[config.mk]
export PLATFORM = sky130hd
export DESIGN_NAME = dou_offset_unit
export DESIGN_NICKNAME = d
export VERILOG_FILES = /design/src/rtl/dou_pkg.sv /design/src/rtl/dou_rotator.sv /design/src/rtl/dou_offset_unit.sv
export VERILOG_INCLUDE_DIRS = /design/src /design/src/rtl
export SDC_FILE = /design/constraint.sdc
export NUM_CORES = 2
export LEC_CHECK = 0
export ABC_AREA = 1
export BUFFER_PORTS_ARGS = -buffer_cell sky130_fd_sc_hd__buf_2
export CAP_MARGIN = 25
export CORE_MARGIN = 5
export CORE_UTILIZATION = 35
export CTS_CLUSTER_SIZE = 30
export DETAILED_ROUTE_END_ITERATION = 6
export GPL_TIMING_DRIVEN = 0
export MAX_ROUTING_LAYER = met4
export PLACE_DENSITY = 0.56
export SYNTH_ARGS = -nofsm -noshare
export SYNTH_HDL_FRONTEND = slang
export SYNTH_HIERARCHICAL = 1
export SYNTH_SLANG_ARGS = --single-unit
export TNS_END_PERCENT = 20
[constraint.sdc]
create_clock -name i_clk -period 27.2 [get_ports i_clk]
set_input_delay 5.44 -clock i_clk [delete_from_list [all_inputs] [get_ports i_clk]]
set_output_delay 5.44 -clock i_clk [all_outputs]
set_load 0.005 [all_outputs]
[src/rtl/dou_defs.svh]
// Offset, scaling and timing constants for the demodulator offset unit
`ifndef DOU_DEFS_SVH
`define DOU_DEFS_SVH

`define DOU_DW 16
`define DOU_FULL_SCALE 16'sh2710
`define DOU_SAT_LIMIT 16'sh2AF8
`define DOU_LOG_FS_DBM 200
`define DOU_DBM_UNITS_PER_DB (10000 / `DOU_LOG_FS_DBM)
`define DOU_DB_PER_OCTAVE_X16 20'sh01813
`define DOU_LOG2_FS_X16 12'h0D5
`define DOU_DBM_AT_FS 16'sh0000
`define DOU_ANGLE_W 16
`define DOU_CORDIC_ITER 4'hE
`define DOU_CORDIC_GAIN_INV 20'sh04DBA
`define DOU_CORDIC_W 20

`endif

[src/rtl/dou_pkg.sv]
// Types shared by the demodulator offset unit
package dou_pkg;
   typedef enum logic [2:0]
   {
      QTY_X = 3'b000,
      QTY_R_VOLT = 3'b001,
      QTY_LOG_POWER_MAGNITUDE = 3'b010,
      QTY_NOISE = 3'b011,
      QTY_AUX1 = 3'b100
   } dou_qty_t;

   typedef enum logic [1:0]
   {
      TGT_X = 2'b00,
      TGT_Y = 2'b01,
      TGT_R_VOLT = 2'b10,
      TGT_LOG_POWER_MAGNITUDE = 2'b11
   } dou_tgt_t;

   typedef enum logic [1:0]
   {
      CST_IDLE = 2'b00,
      CST_RUN = 2'b01,
      CST_SCALE = 2'b10
   } dou_cst_t;
endpackage

[src/rtl/dou_rotator.sv]
// Shift-add vector rotator for the X/Y offset pair
`timescale 1ns/1ns
`include "dou_defs.svh"
module dou_rotator
(
   input wire logic i_clk,
   input wire logic i_sys_rst,
   input wire logic i_start,
   input wire logic signed [`DOU_DW-1:0] i_x,
   input wire logic signed [`DOU_DW-1:0] i_y,
   input wire logic [`DOU_ANGLE_W-1:0] i_angle,
   output logic o_busy,
   output logic o_done,
   output logic signed [`DOU_DW-1:0] o_x,
   output logic signed [`DOU_DW-1:0] o_y
);
   localparam int CW = `DOU_CORDIC_W;
   dou_pkg::dou_cst_t state_q;
   logic signed [CW-1:0] x_q, y_q;
   logic signed [`DOU_ANGLE_W-1:0] z_q;
   logic [3:0] it_q;
   logic [4:0] busy_run_q;
   logic signed [CW-1:0] xs, ys;
   logic signed [2*CW-1:0] px, py;

   function automatic logic signed [`DOU_ANGLE_W-1:0] atan_step(input logic [3:0] i);
      case (i)
         4'h0: atan_step = 16'sh2000;
         4'h1: atan_step = 16'sh12E4;
         4'h2: atan_step = 16'sh09FB;
         4'h3: atan_step = 16'sh0511;
         4'h4: atan_step = 16'sh028B;
         4'h5: atan_step = 16'sh0146;
         4'h6: atan_step = 16'sh00A3;
         4'h7: atan_step = 16'sh0051;
         4'h8: atan_step = 16'sh0029;
         4'h9: atan_step = 16'sh0014;
         4'hA: atan_step = 16'sh000A;
         4'hB: atan_step = 16'sh0005;
         4'hC: atan_step = 16'sh0003;
         default: atan_step = 16'sh0001;
      endcase
   endfunction

   assign xs = x_q >>> it_q;
   assign ys = y_q >>> it_q;
   assign px = x_q * `DOU_CORDIC_GAIN_INV;
   assign py = y_q * `DOU_CORDIC_GAIN_INV;

   // Sine/cosine rotation, finished within a fixed 16 cycles
   always_ff @(posedge i_clk or posedge i_sys_rst)
   begin
      if (i_sys_rst)
      begin
         state_q <= dou_pkg::CST_IDLE;
         x_q <= '0;
         y_q <= '0;
         z_q <= '0;
         it_q <= 4'h0;
         o_busy <= 1'b0;
         o_done <= 1'b0;
         o_x <= '0;
         o_y <= '0;
      end
      else
      begin
         o_done <= 1'b0;
         case (state_q)
            dou_pkg::CST_IDLE:
            begin
               if (i_start)
               begin
                  // Fold the angle into +-90 degrees
                  if (i_angle[15] ^ i_angle[14])
                  begin
                     x_q <= -CW'(i_x);
                     y_q <= -CW'(i_y);
                     z_q <= $signed(i_angle ^ 16'h8000);
                  end
                  else
                  begin
                     x_q <= CW'(i_x);
                     y_q <= CW'(i_y);
                     z_q <= $signed(i_angle);
                  end
                  it_q <= 4'h0;
                  o_busy <= 1'b1;
                  state_q <= dou_pkg::CST_RUN;
               end
            end
            dou_pkg::CST_RUN:
            begin
               if (!z_q[15])
               begin
                  x_q <= x_q - ys;
                  y_q <= y_q + xs;
                  z_q <= z_q - atan_step(it_q);
               end
               else
               begin
                  x_q <= x_q + ys;
                  y_q <= y_q - xs;
                  z_q <= z_q + atan_step(it_q);
               end
               it_q <= it_q + 4'h1;
               if (it_q == `DOU_CORDIC_ITER - 4'h1)
                  state_q <= dou_pkg::CST_SCALE;
            end
            dou_pkg::CST_SCALE:
            begin
               o_x <= px[15+`DOU_DW-1:15];
               o_y <= py[15+`DOU_DW-1:15];
               o_done <= 1'b1;
               o_busy <= 1'b0;
               state_q <= dou_pkg::CST_IDLE;
            end
            default: state_q <= dou_pkg::CST_IDLE;
         endcase
      end
   end

   // Cycles spent busy, for the bounded-rotation check
   always_ff @(posedge i_clk or posedge i_sys_rst)
   begin
      if (i_sys_rst)
         busy_run_q <= 5'h00;
      else if (!o_busy)
         busy_run_q <= 5'h00;
      else if (busy_run_q != 5'h1F)
         busy_run_q <= busy_run_q + 5'h01;
   end
endmodule // dou_rotator

[src/rtl/dou_offset_unit.sv]
// Offset stage of the lock-in demodulator: X/Y and magnitude offsets, auto, modify
// How it works
// - A reference phase change rotates the X/Y offset pair by minus that change.
// - X and Y offset enables are one flag, switched together.
// - Auto offset on X captures both X and Y offsets.
// - On/off toggles first channel quantity offset; ignored for noise and aux input.
// - Switching an offset on reuses its last held value, never zero.
// - X/Y offsets precede magnitude; vector indicator for X or magnitude with XY on.
// - Shown magnitude is corrected-XY magnitude plus magnitude offset, plain addition.
// - Magnitude indicator lit whenever the shown magnitude carries the magnitude offset.
// - Log-power offset is signed decibels added straight to the shown value.
// - Auto loads the offset with minus the last value before that offset, so the shown value reads zero.
// - Auto also sets the quantity's offset enable.
// - Auto is ignored for quantities that cannot be offset.
// - Auto on X captures and enables X and Y whatever channel two shows.
// - Modify shows the selected offset on the reference readout, even if disabled.
// - Phase, frequency or aux-output selection restores the reference readout.
// - Offsets are held as percent of full-scale sensitivity.
// - Log-power full scale for percentages is fixed at 200 dBm.
`timescale 1ns/1ns
`include "dou_defs.svh"
module dou_offset_unit
(
   input wire logic i_clk,
   input wire logic i_sys_rst,
   input wire logic i_sample_valid,
   input wire logic signed [`DOU_DW-1:0] i_x,
   input wire logic signed [`DOU_DW-1:0] i_y,
   input wire logic signed [`DOU_DW-1:0] i_noise,
   input wire logic signed [`DOU_DW-1:0] i_aux1,
   input wire logic [2:0] i_first_channel_sel,
   input wire logic i_cmd_on_off,
   input wire logic i_cmd_auto,
   input wire logic i_cmd_modify,
   input wire logic i_cmd_ref_restore,
   input wire logic i_offset_wr,
   input wire logic [1:0] i_offset_tgt,
   input wire logic signed [`DOU_DW-1:0] i_offset_val,
   input wire logic i_phase_wr,
   input wire logic [`DOU_ANGLE_W-1:0] i_phase,
   output logic signed [`DOU_DW-1:0] o_first_channel_value,
   output logic o_first_channel_valid,
   output logic o_vector_offset_indicator,
   output logic o_magnitude_offset_indicator,
   output logic o_ref_shows_offset,
   output logic signed [`DOU_DW-1:0] o_ref_offset_value,
   output logic o_xy_offset_en,
   output logic o_rv_offset_en,
   output logic o_rdbm_offset_en,
   output logic o_rotate_busy
);
   dou_pkg::dou_qty_t sel;
   logic signed [`DOU_DW-1:0] x_off_q, y_off_q, rv_off_q, rdbm_off_q;
   logic xy_en_q, rv_en_q, rdbm_en_q;
   logic [`DOU_ANGLE_W-1:0] phase_q;
   logic pend_q;
   logic signed [`DOU_DW-1:0] x_raw_q, y_raw_q, mag_last_q, dbm_last_q;
   logic rot_busy, rot_done, rot_start;
   logic signed [`DOU_DW-1:0] rot_x, rot_y;
   logic offsettable, take_sample;
   logic signed [`DOU_DW:0] xc, yc;
   logic [`DOU_DW:0] ax, ay, amax, amin;
   logic [`DOU_DW+1:0] mag_w;
   logic signed [`DOU_DW-1:0] mag_c, dbm_c;
   logic [4:0] msb;
   logic [3:0] frac;
   logic signed [12:0] l2;
   logic signed [31:0] dbm_w;
   logic signed [`DOU_DW-1:0] shown_d;
   logic signed [`DOU_DW-1:0] sel_off;

   assign sel = dou_pkg::dou_qty_t'(i_first_channel_sel);
   // Noise and aux input carry no offset
   assign offsettable = (sel == dou_pkg::QTY_X) || (sel == dou_pkg::QTY_R_VOLT) || (sel == dou_pkg::QTY_LOG_POWER_MAGNITUDE);
   assign rot_start = i_phase_wr && !rot_busy;
   // Samples wait while the rotation is in flight
   assign take_sample = (i_sample_valid || pend_q) && !rot_busy;

   function automatic logic signed [`DOU_DW-1:0] sat(input logic signed [`DOU_DW+1:0] v);
      if (v > (`DOU_DW+2)'(`DOU_SAT_LIMIT))
         sat = `DOU_SAT_LIMIT;
      else if (v < -((`DOU_DW+2)'(`DOU_SAT_LIMIT)))
         sat = -`DOU_SAT_LIMIT;
      else
         sat = v[`DOU_DW-1:0];
   endfunction

   dou_rotator u_rot
   (
      .i_clk(i_clk),
      .i_sys_rst(i_sys_rst),
      .i_start(rot_start),
      .i_x(x_off_q),
      .i_y(y_off_q),
      .i_angle(phase_q - i_phase),
      .o_busy(rot_busy),
      .o_done(rot_done),
      .o_x(rot_x),
      .o_y(rot_y)
   );

   // X/Y offsets applied before the magnitude
   always_comb
   begin
      xc = xy_en_q ? (`DOU_DW+1)'(i_x) + (`DOU_DW+1)'(x_off_q) : (`DOU_DW+1)'(i_x);
      yc = xy_en_q ? (`DOU_DW+1)'(i_y) + (`DOU_DW+1)'(y_off_q) : (`DOU_DW+1)'(i_y);
      ax = xc[`DOU_DW] ? (`DOU_DW+1)'(-xc) : (`DOU_DW+1)'(xc);
      ay = yc[`DOU_DW] ? (`DOU_DW+1)'(-yc) : (`DOU_DW+1)'(yc);
      amax = (ax > ay) ? ax : ay;
      amin = (ax > ay) ? ay : ax;
      // Max plus three eighths of min
      mag_w = {1'b0, amax} + (`DOU_DW+2)'(amin >> 2) + (`DOU_DW+2)'(amin >> 3);
      mag_c = sat($signed(mag_w));
   end

   // Log-power in units of 1/50 dB, so 200 dBm spans the full scale
   always_comb
   begin
      msb = 5'h0;
      for (int i = 0; i < `DOU_DW; i++)
         if (mag_c[i])
            msb = 5'(i);
      frac = (msb >= 5'h4) ? 4'(mag_c >> (msb - 5'h4)) : 4'(mag_c << (5'h4 - msb));
      l2 = $signed({1'b0, msb[3:0], 4'h0} + {5'h0, frac}) - $signed({1'b0, `DOU_LOG2_FS_X16});
      dbm_w = (32'(l2) * 32'(`DOU_DB_PER_OCTAVE_X16) * `DOU_DBM_UNITS_PER_DB) >>> 14;
      dbm_c = (mag_c == '0) ? -`DOU_SAT_LIMIT : sat(dbm_w[`DOU_DW+1:0] + (`DOU_DW+2)'(`DOU_DBM_AT_FS));
   end

   // Shown value per selection, magnitude offsets added plainly
   always_comb
   begin
      case (sel)
         dou_pkg::QTY_X: shown_d = sat(xc[`DOU_DW] ? {1'b1, xc} : {1'b0, xc});
         dou_pkg::QTY_R_VOLT: shown_d = sat((`DOU_DW+2)'(mag_c) + (rv_en_q ? (`DOU_DW+2)'(rv_off_q) : '0));
         dou_pkg::QTY_LOG_POWER_MAGNITUDE: shown_d = sat((`DOU_DW+2)'(dbm_c) + (rdbm_en_q ? (`DOU_DW+2)'(rdbm_off_q) : '0));
         dou_pkg::QTY_NOISE: shown_d = i_noise;
         dou_pkg::QTY_AUX1: shown_d = i_aux1;
         default: shown_d = '0;
      endcase
   end

   always_comb
   begin
      case (sel)
         dou_pkg::QTY_X: sel_off = x_off_q;
         dou_pkg::QTY_R_VOLT: sel_off = rv_off_q;
         dou_pkg::QTY_LOG_POWER_MAGNITUDE: sel_off = rdbm_off_q;
         default: sel_off = '0;
      endcase
   end

   // Output sample and capture of the values that auto offset needs
   always_ff @(posedge i_clk or posedge i_sys_rst)
   begin
      if (i_sys_rst)
      begin
         pend_q <= 1'b0;
         o_first_channel_valid <= 1'b0;
         o_first_channel_value <= '0;
         x_raw_q <= '0;
         y_raw_q <= '0;
         mag_last_q <= '0;
         dbm_last_q <= '0;
      end
      else
      begin
         o_first_channel_valid <= take_sample;
         pend_q <= rot_busy && (pend_q || i_sample_valid);
         if (take_sample)
         begin
            o_first_channel_value <= shown_d;
            x_raw_q <= i_x;
            y_raw_q <= i_y;
            mag_last_q <= mag_c;
            dbm_last_q <= dbm_c;
         end
      end
   end

   // Offset values, kept in percent-of-full-scale units
   always_ff @(posedge i_clk or posedge i_sys_rst)
   begin
      if (i_sys_rst)
      begin
         x_off_q <= '0;
         y_off_q <= '0;
         rv_off_q <= '0;
         rdbm_off_q <= '0;
      end
      else if (rot_done)
      begin
         x_off_q <= rot_x;
         y_off_q <= rot_y;
      end
      else if (i_cmd_auto && offsettable)
      begin
         case (sel)
            dou_pkg::QTY_X:
            begin
               x_off_q <= sat(-(`DOU_DW+2)'(x_raw_q));
               y_off_q <= sat(-(`DOU_DW+2)'(y_raw_q));
            end
            dou_pkg::QTY_R_VOLT: rv_off_q <= sat(-(`DOU_DW+2)'(mag_last_q));
            dou_pkg::QTY_LOG_POWER_MAGNITUDE: rdbm_off_q <= sat(-(`DOU_DW+2)'(dbm_last_q));
            default: ;
         endcase
      end
      else if (i_offset_wr)
      begin
         case (dou_pkg::dou_tgt_t'(i_offset_tgt))
            dou_pkg::TGT_X: if (!rot_busy) x_off_q <= sat((`DOU_DW+2)'(i_offset_val));
            dou_pkg::TGT_Y: if (!rot_busy) y_off_q <= sat((`DOU_DW+2)'(i_offset_val));
            dou_pkg::TGT_R_VOLT: rv_off_q <= sat((`DOU_DW+2)'(i_offset_val));
            dou_pkg::TGT_LOG_POWER_MAGNITUDE: rdbm_off_q <= sat((`DOU_DW+2)'(i_offset_val));
            default: ;
         endcase
      end
   end

   // Offset enables; values are left untouched when toggled
   always_ff @(posedge i_clk or posedge i_sys_rst)
   begin
      if (i_sys_rst)
      begin
         xy_en_q <= 1'b0;
         rv_en_q <= 1'b0;
         rdbm_en_q <= 1'b0;
      end
      else if (i_cmd_auto && offsettable)
      begin
         case (sel)
            dou_pkg::QTY_X: xy_en_q <= 1'b1;
            dou_pkg::QTY_R_VOLT: rv_en_q <= 1'b1;
            dou_pkg::QTY_LOG_POWER_MAGNITUDE: rdbm_en_q <= 1'b1;
            default: ;
         endcase
      end
      else if (i_cmd_on_off)
      begin
         case (sel)
            dou_pkg::QTY_X: xy_en_q <= !xy_en_q;
            dou_pkg::QTY_R_VOLT: rv_en_q <= !rv_en_q;
            dou_pkg::QTY_LOG_POWER_MAGNITUDE: rdbm_en_q <= !rdbm_en_q;
            default: ;
         endcase
      end
   end

   // Reference phase tracking
   always_ff @(posedge i_clk or posedge i_sys_rst)
   begin
      if (i_sys_rst)
         phase_q <= '0;
      else if (rot_start)
         phase_q <= i_phase;
   end

   // Reference readout and indicators
   always_ff @(posedge i_clk or posedge i_sys_rst)
   begin
      if (i_sys_rst)
      begin
         o_ref_shows_offset <= 1'b0;
         o_ref_offset_value <= '0;
         o_vector_offset_indicator <= 1'b0;
         o_magnitude_offset_indicator <= 1'b0;
         o_xy_offset_en <= 1'b0;
         o_rv_offset_en <= 1'b0;
         o_rdbm_offset_en <= 1'b0;
         o_rotate_busy <= 1'b0;
      end
      else
      begin
         if (i_cmd_ref_restore)
            o_ref_shows_offset <= 1'b0;
         else if (i_cmd_modify && offsettable)
            o_ref_shows_offset <= 1'b1;
         o_ref_offset_value <= sel_off;
         o_vector_offset_indicator <= xy_en_q && offsettable;
         o_magnitude_offset_indicator <= (sel == dou_pkg::QTY_R_VOLT && rv_en_q)
            || (sel == dou_pkg::QTY_LOG_POWER_MAGNITUDE && rdbm_en_q);
         o_xy_offset_en <= xy_en_q;
         o_rv_offset_en <= rv_en_q;
         o_rdbm_offset_en <= rdbm_en_q;
         o_rotate_busy <= rot_busy;
      end
   end
endmodule // dou_offset_unit

==> metrics.csv <==
metric,value,unit
setup TNS,0,ns
Port Buffer Count,147,
Finished Layout Cells,8284,
htree depth,2,
layout cell share with drive strength beyond 1,8.823,%
# IOs,150,
Max Slew Vio Count,0,
final hold vios,0,
DR pass1 iterations,6,
Wirelength per Cell,19.90,um
CTS buffer count,37,
crit start category,primary input,
number of synthesized flops with an enable pin,0,
Critical Path Max Stage Delay,0.49,ns
"Avg Cell Area, Syn",7.066,um^2
die area,135700,um^2
clk_skew,0.03416,ns
Async SR Flop Fraction,100.0,%
YS warnings,6,
total global-route track usage,24.25,%
crit path capture type,register,
Mapped Area,44950,um^2
Slowest cell on crit path,fa_1,
Antenna Nets Post-Route,0,
Post-Synthesis Cells,6361,
most instantiated cells after synthesis,"1382 x nand2_1, 1040 x inv_1, 612 x ha_1",
clock-pin slew on the worst setup and hold paths,0.07,ns
Mapped Nets,7343,
die width,368.4,um
post-synthesis sequential area ratio,15.81,%
DRC viols,0,
clock tree buffer depth,3,
relative slew slack,21.08,%
Max Clk Rate,0.03876,GHz
CORE AREA,127500,um^2
Iter 0 DRT Violations,3166,
MaxCap Viol Count,0,
CTS tree,built,
number of global-route vias before repair,42150,
WHS Path Cells,0,
Starting Density,35.25,%
post-route clock period utilization,94.86,%
CP max FO,10,
Worst-Skew Late Latency,0.58,ns
top cell type's share of synthesized area,17.04,%
FF+latch area,7107,um^2
critical path class,primary input to register,
Layout Nets,7574,
outcome,"finished, final reports clean",
"Req. time, crit path",27.72,ns
Synth area leaders,"ha_1 17%, dfrtp_1 16%, fa_1 12%",
# placed instances,8176,
"area leader, netlist",ha_1,
Root Driver,clkbuf_16,
multi-input logic area,33720,um^2
most frequent CP cell,nand2_1,
cells on worst reg2reg path,131,
clk sinks,284,
via count,43340,
vias per cell,5.232,
global-route wire length before repair,250.9,mm
"Top FF cell, synth",dfrtp_1,
HP Class,register to register,
Post-Route WL,164.9,mm
post-DP HPWL,137.2,mm
Min Hold Slack,0.4322,ns
FP Rows,131,
worst-margin pin slew,1.171,ns
fill cell count,13500,
initial antenna violation count,6,
# setup viols final,0,
Area Growth Syn to Fin,11.52,%
"Distinct cells, synth",75,
Die Span Y,368.4,um
most frequent cell after synthesis,nand2_1,
pin count of the biggest net entering global routing,99,
CP Data Arrival Time,26.32,ns
flop and latch count out of synthesis,284,
Final GP Congestion,1.006,
gr ovfl total,0,
Final min period,25.80,ns
[per-layer routing]
metal	wire length [um]	vias up	track usage, %
li1	-	21290	-
met1	74170	20590	31.74
met2	75020	1211	39.27
met3	9298	243	2.801
met4	6368	0	7.824
met5	0	-	-
[flip-flops by register name, indices dropped and copies added, names as in the netlist, 2 cells and up]
name / count
rv_off_q: 16
y_off_q: 16
x_off_q: 16
u_rot/state_q: 2
u_rot/x_q: 20
dbm_last_q: 16
o_ref_offset_value: 16
u_rot/z_q: 16
u_rot/o_y: 16
mag_last_q: 16
u_rot/o_x: 16
u_rot/it_q: 4
y_raw_q: 16
x_raw_q: 16
o_first_channel_value: 16
phase_q: 16
rdbm_off_q: 16
u_rot/y_q: 20
[stage by stage]
step / cell area (um^2) / worst slack, ns / utilization (%)
floorplan: 44950 / 2.067 / -
global placement: 47760 / -3.089 / 37.45
detailed placement: 47850 / -2.871 / 37.53
CTS: 49400 / 0.01049 / 38.74
global route: 50120 / -0.1306 / 39.31
finish: 50120 / 1.397 / 39.31
[worst paths after layout]
kind | from | endpoint | slack (ns)
max | i_x[0] | o_first_channel_value[1]$_DFFE_PP0P_ | 1.40
min | rdbm_en_q$_DFFE_PP0P_ | o_rdbm_offset_en$_DFF_PP0_ | 0.43
max reg2reg | xy_en_q$_DFFE_PP0P_ | o_first_channel_value[1]$_DFFE_PP0P_ | 5.19
min reg2reg | rdbm_en_q$_DFFE_PP0P_ | o_rdbm_offset_en$_DFF_PP0_ | 0.43
max in group asynchronous | i_sys_rst | o_ref_offset_value[8]$_DFF_PP0_ | 21.23
min in group asynchronous | i_sys_rst | phase_q[11]$_DFFE_PP0P_ | 4.97
[cell families after synthesis]
logic type	Yosys count	share of synthesized area, %
AND/OR/NAND/NOR	2529	24.27
buffers and inverters	1228	10.59
AO/OA/AOI/OAI	1130	14.49
adder cells (fa/ha/maj)	872	28.62
XOR/XNOR	316	6.174
flip-flops	284	15.81
multiplexers	2	0.04454
[area by class of cell]
class,instances,share of cell area (%)
inverter,1090,8.210
multi-input combinational,4849,67.27
clock buffer,47,2.062
clock inverter,19,0.4793
antenna,3,0.01498
buffer,137,1.405
tap,1662,4.149
timing repair buffer,193,2.227
sequential,284,14.18
[cell usage in the layout, fill, tap and decap left out, types with 37 or more instances in the layout]
cell and instances:
xor2_1 216, o21ai_0 382, o21ai_1 38, a31oi_1 52, buf_2 175, nor2_1 388
nand4_1 68, buf_4 47, a21oi_1 371, nand2_1 1363, nand3_1 437, fa_1 259
clkbuf_16 37, dfrtp_1 284, nor3_1 77, ha_1 603, clkbuf_1 85, inv_1 1030
nand2_2 46, xnor2_1 83, inv_2 47
[repair_timing]
item                                    4_1_cts  5_1_grt
endpoints found under the setup margin       16       16
pin swaps                                     9       30
gates resized for setup                      46      143
buffers inserted                             11       28
hold buffers                                  0        0
[worst max-delay path, delay by kind of cell]
family / cells / cell delay (ns)
AND/OR/NAND/NOR: 49 / 5.35
buffers and inverters: 22 / 2.45
adder cells (fa/ha/maj): 19 / 6.09
XOR/XNOR: 4 / 0.94
AO/OA/AOI/OAI: 38 / 5.99
Power is left out: the tool's default activity adds up to more than one toggle a clock period on the data nets, which glitch-free logic cannot reach.
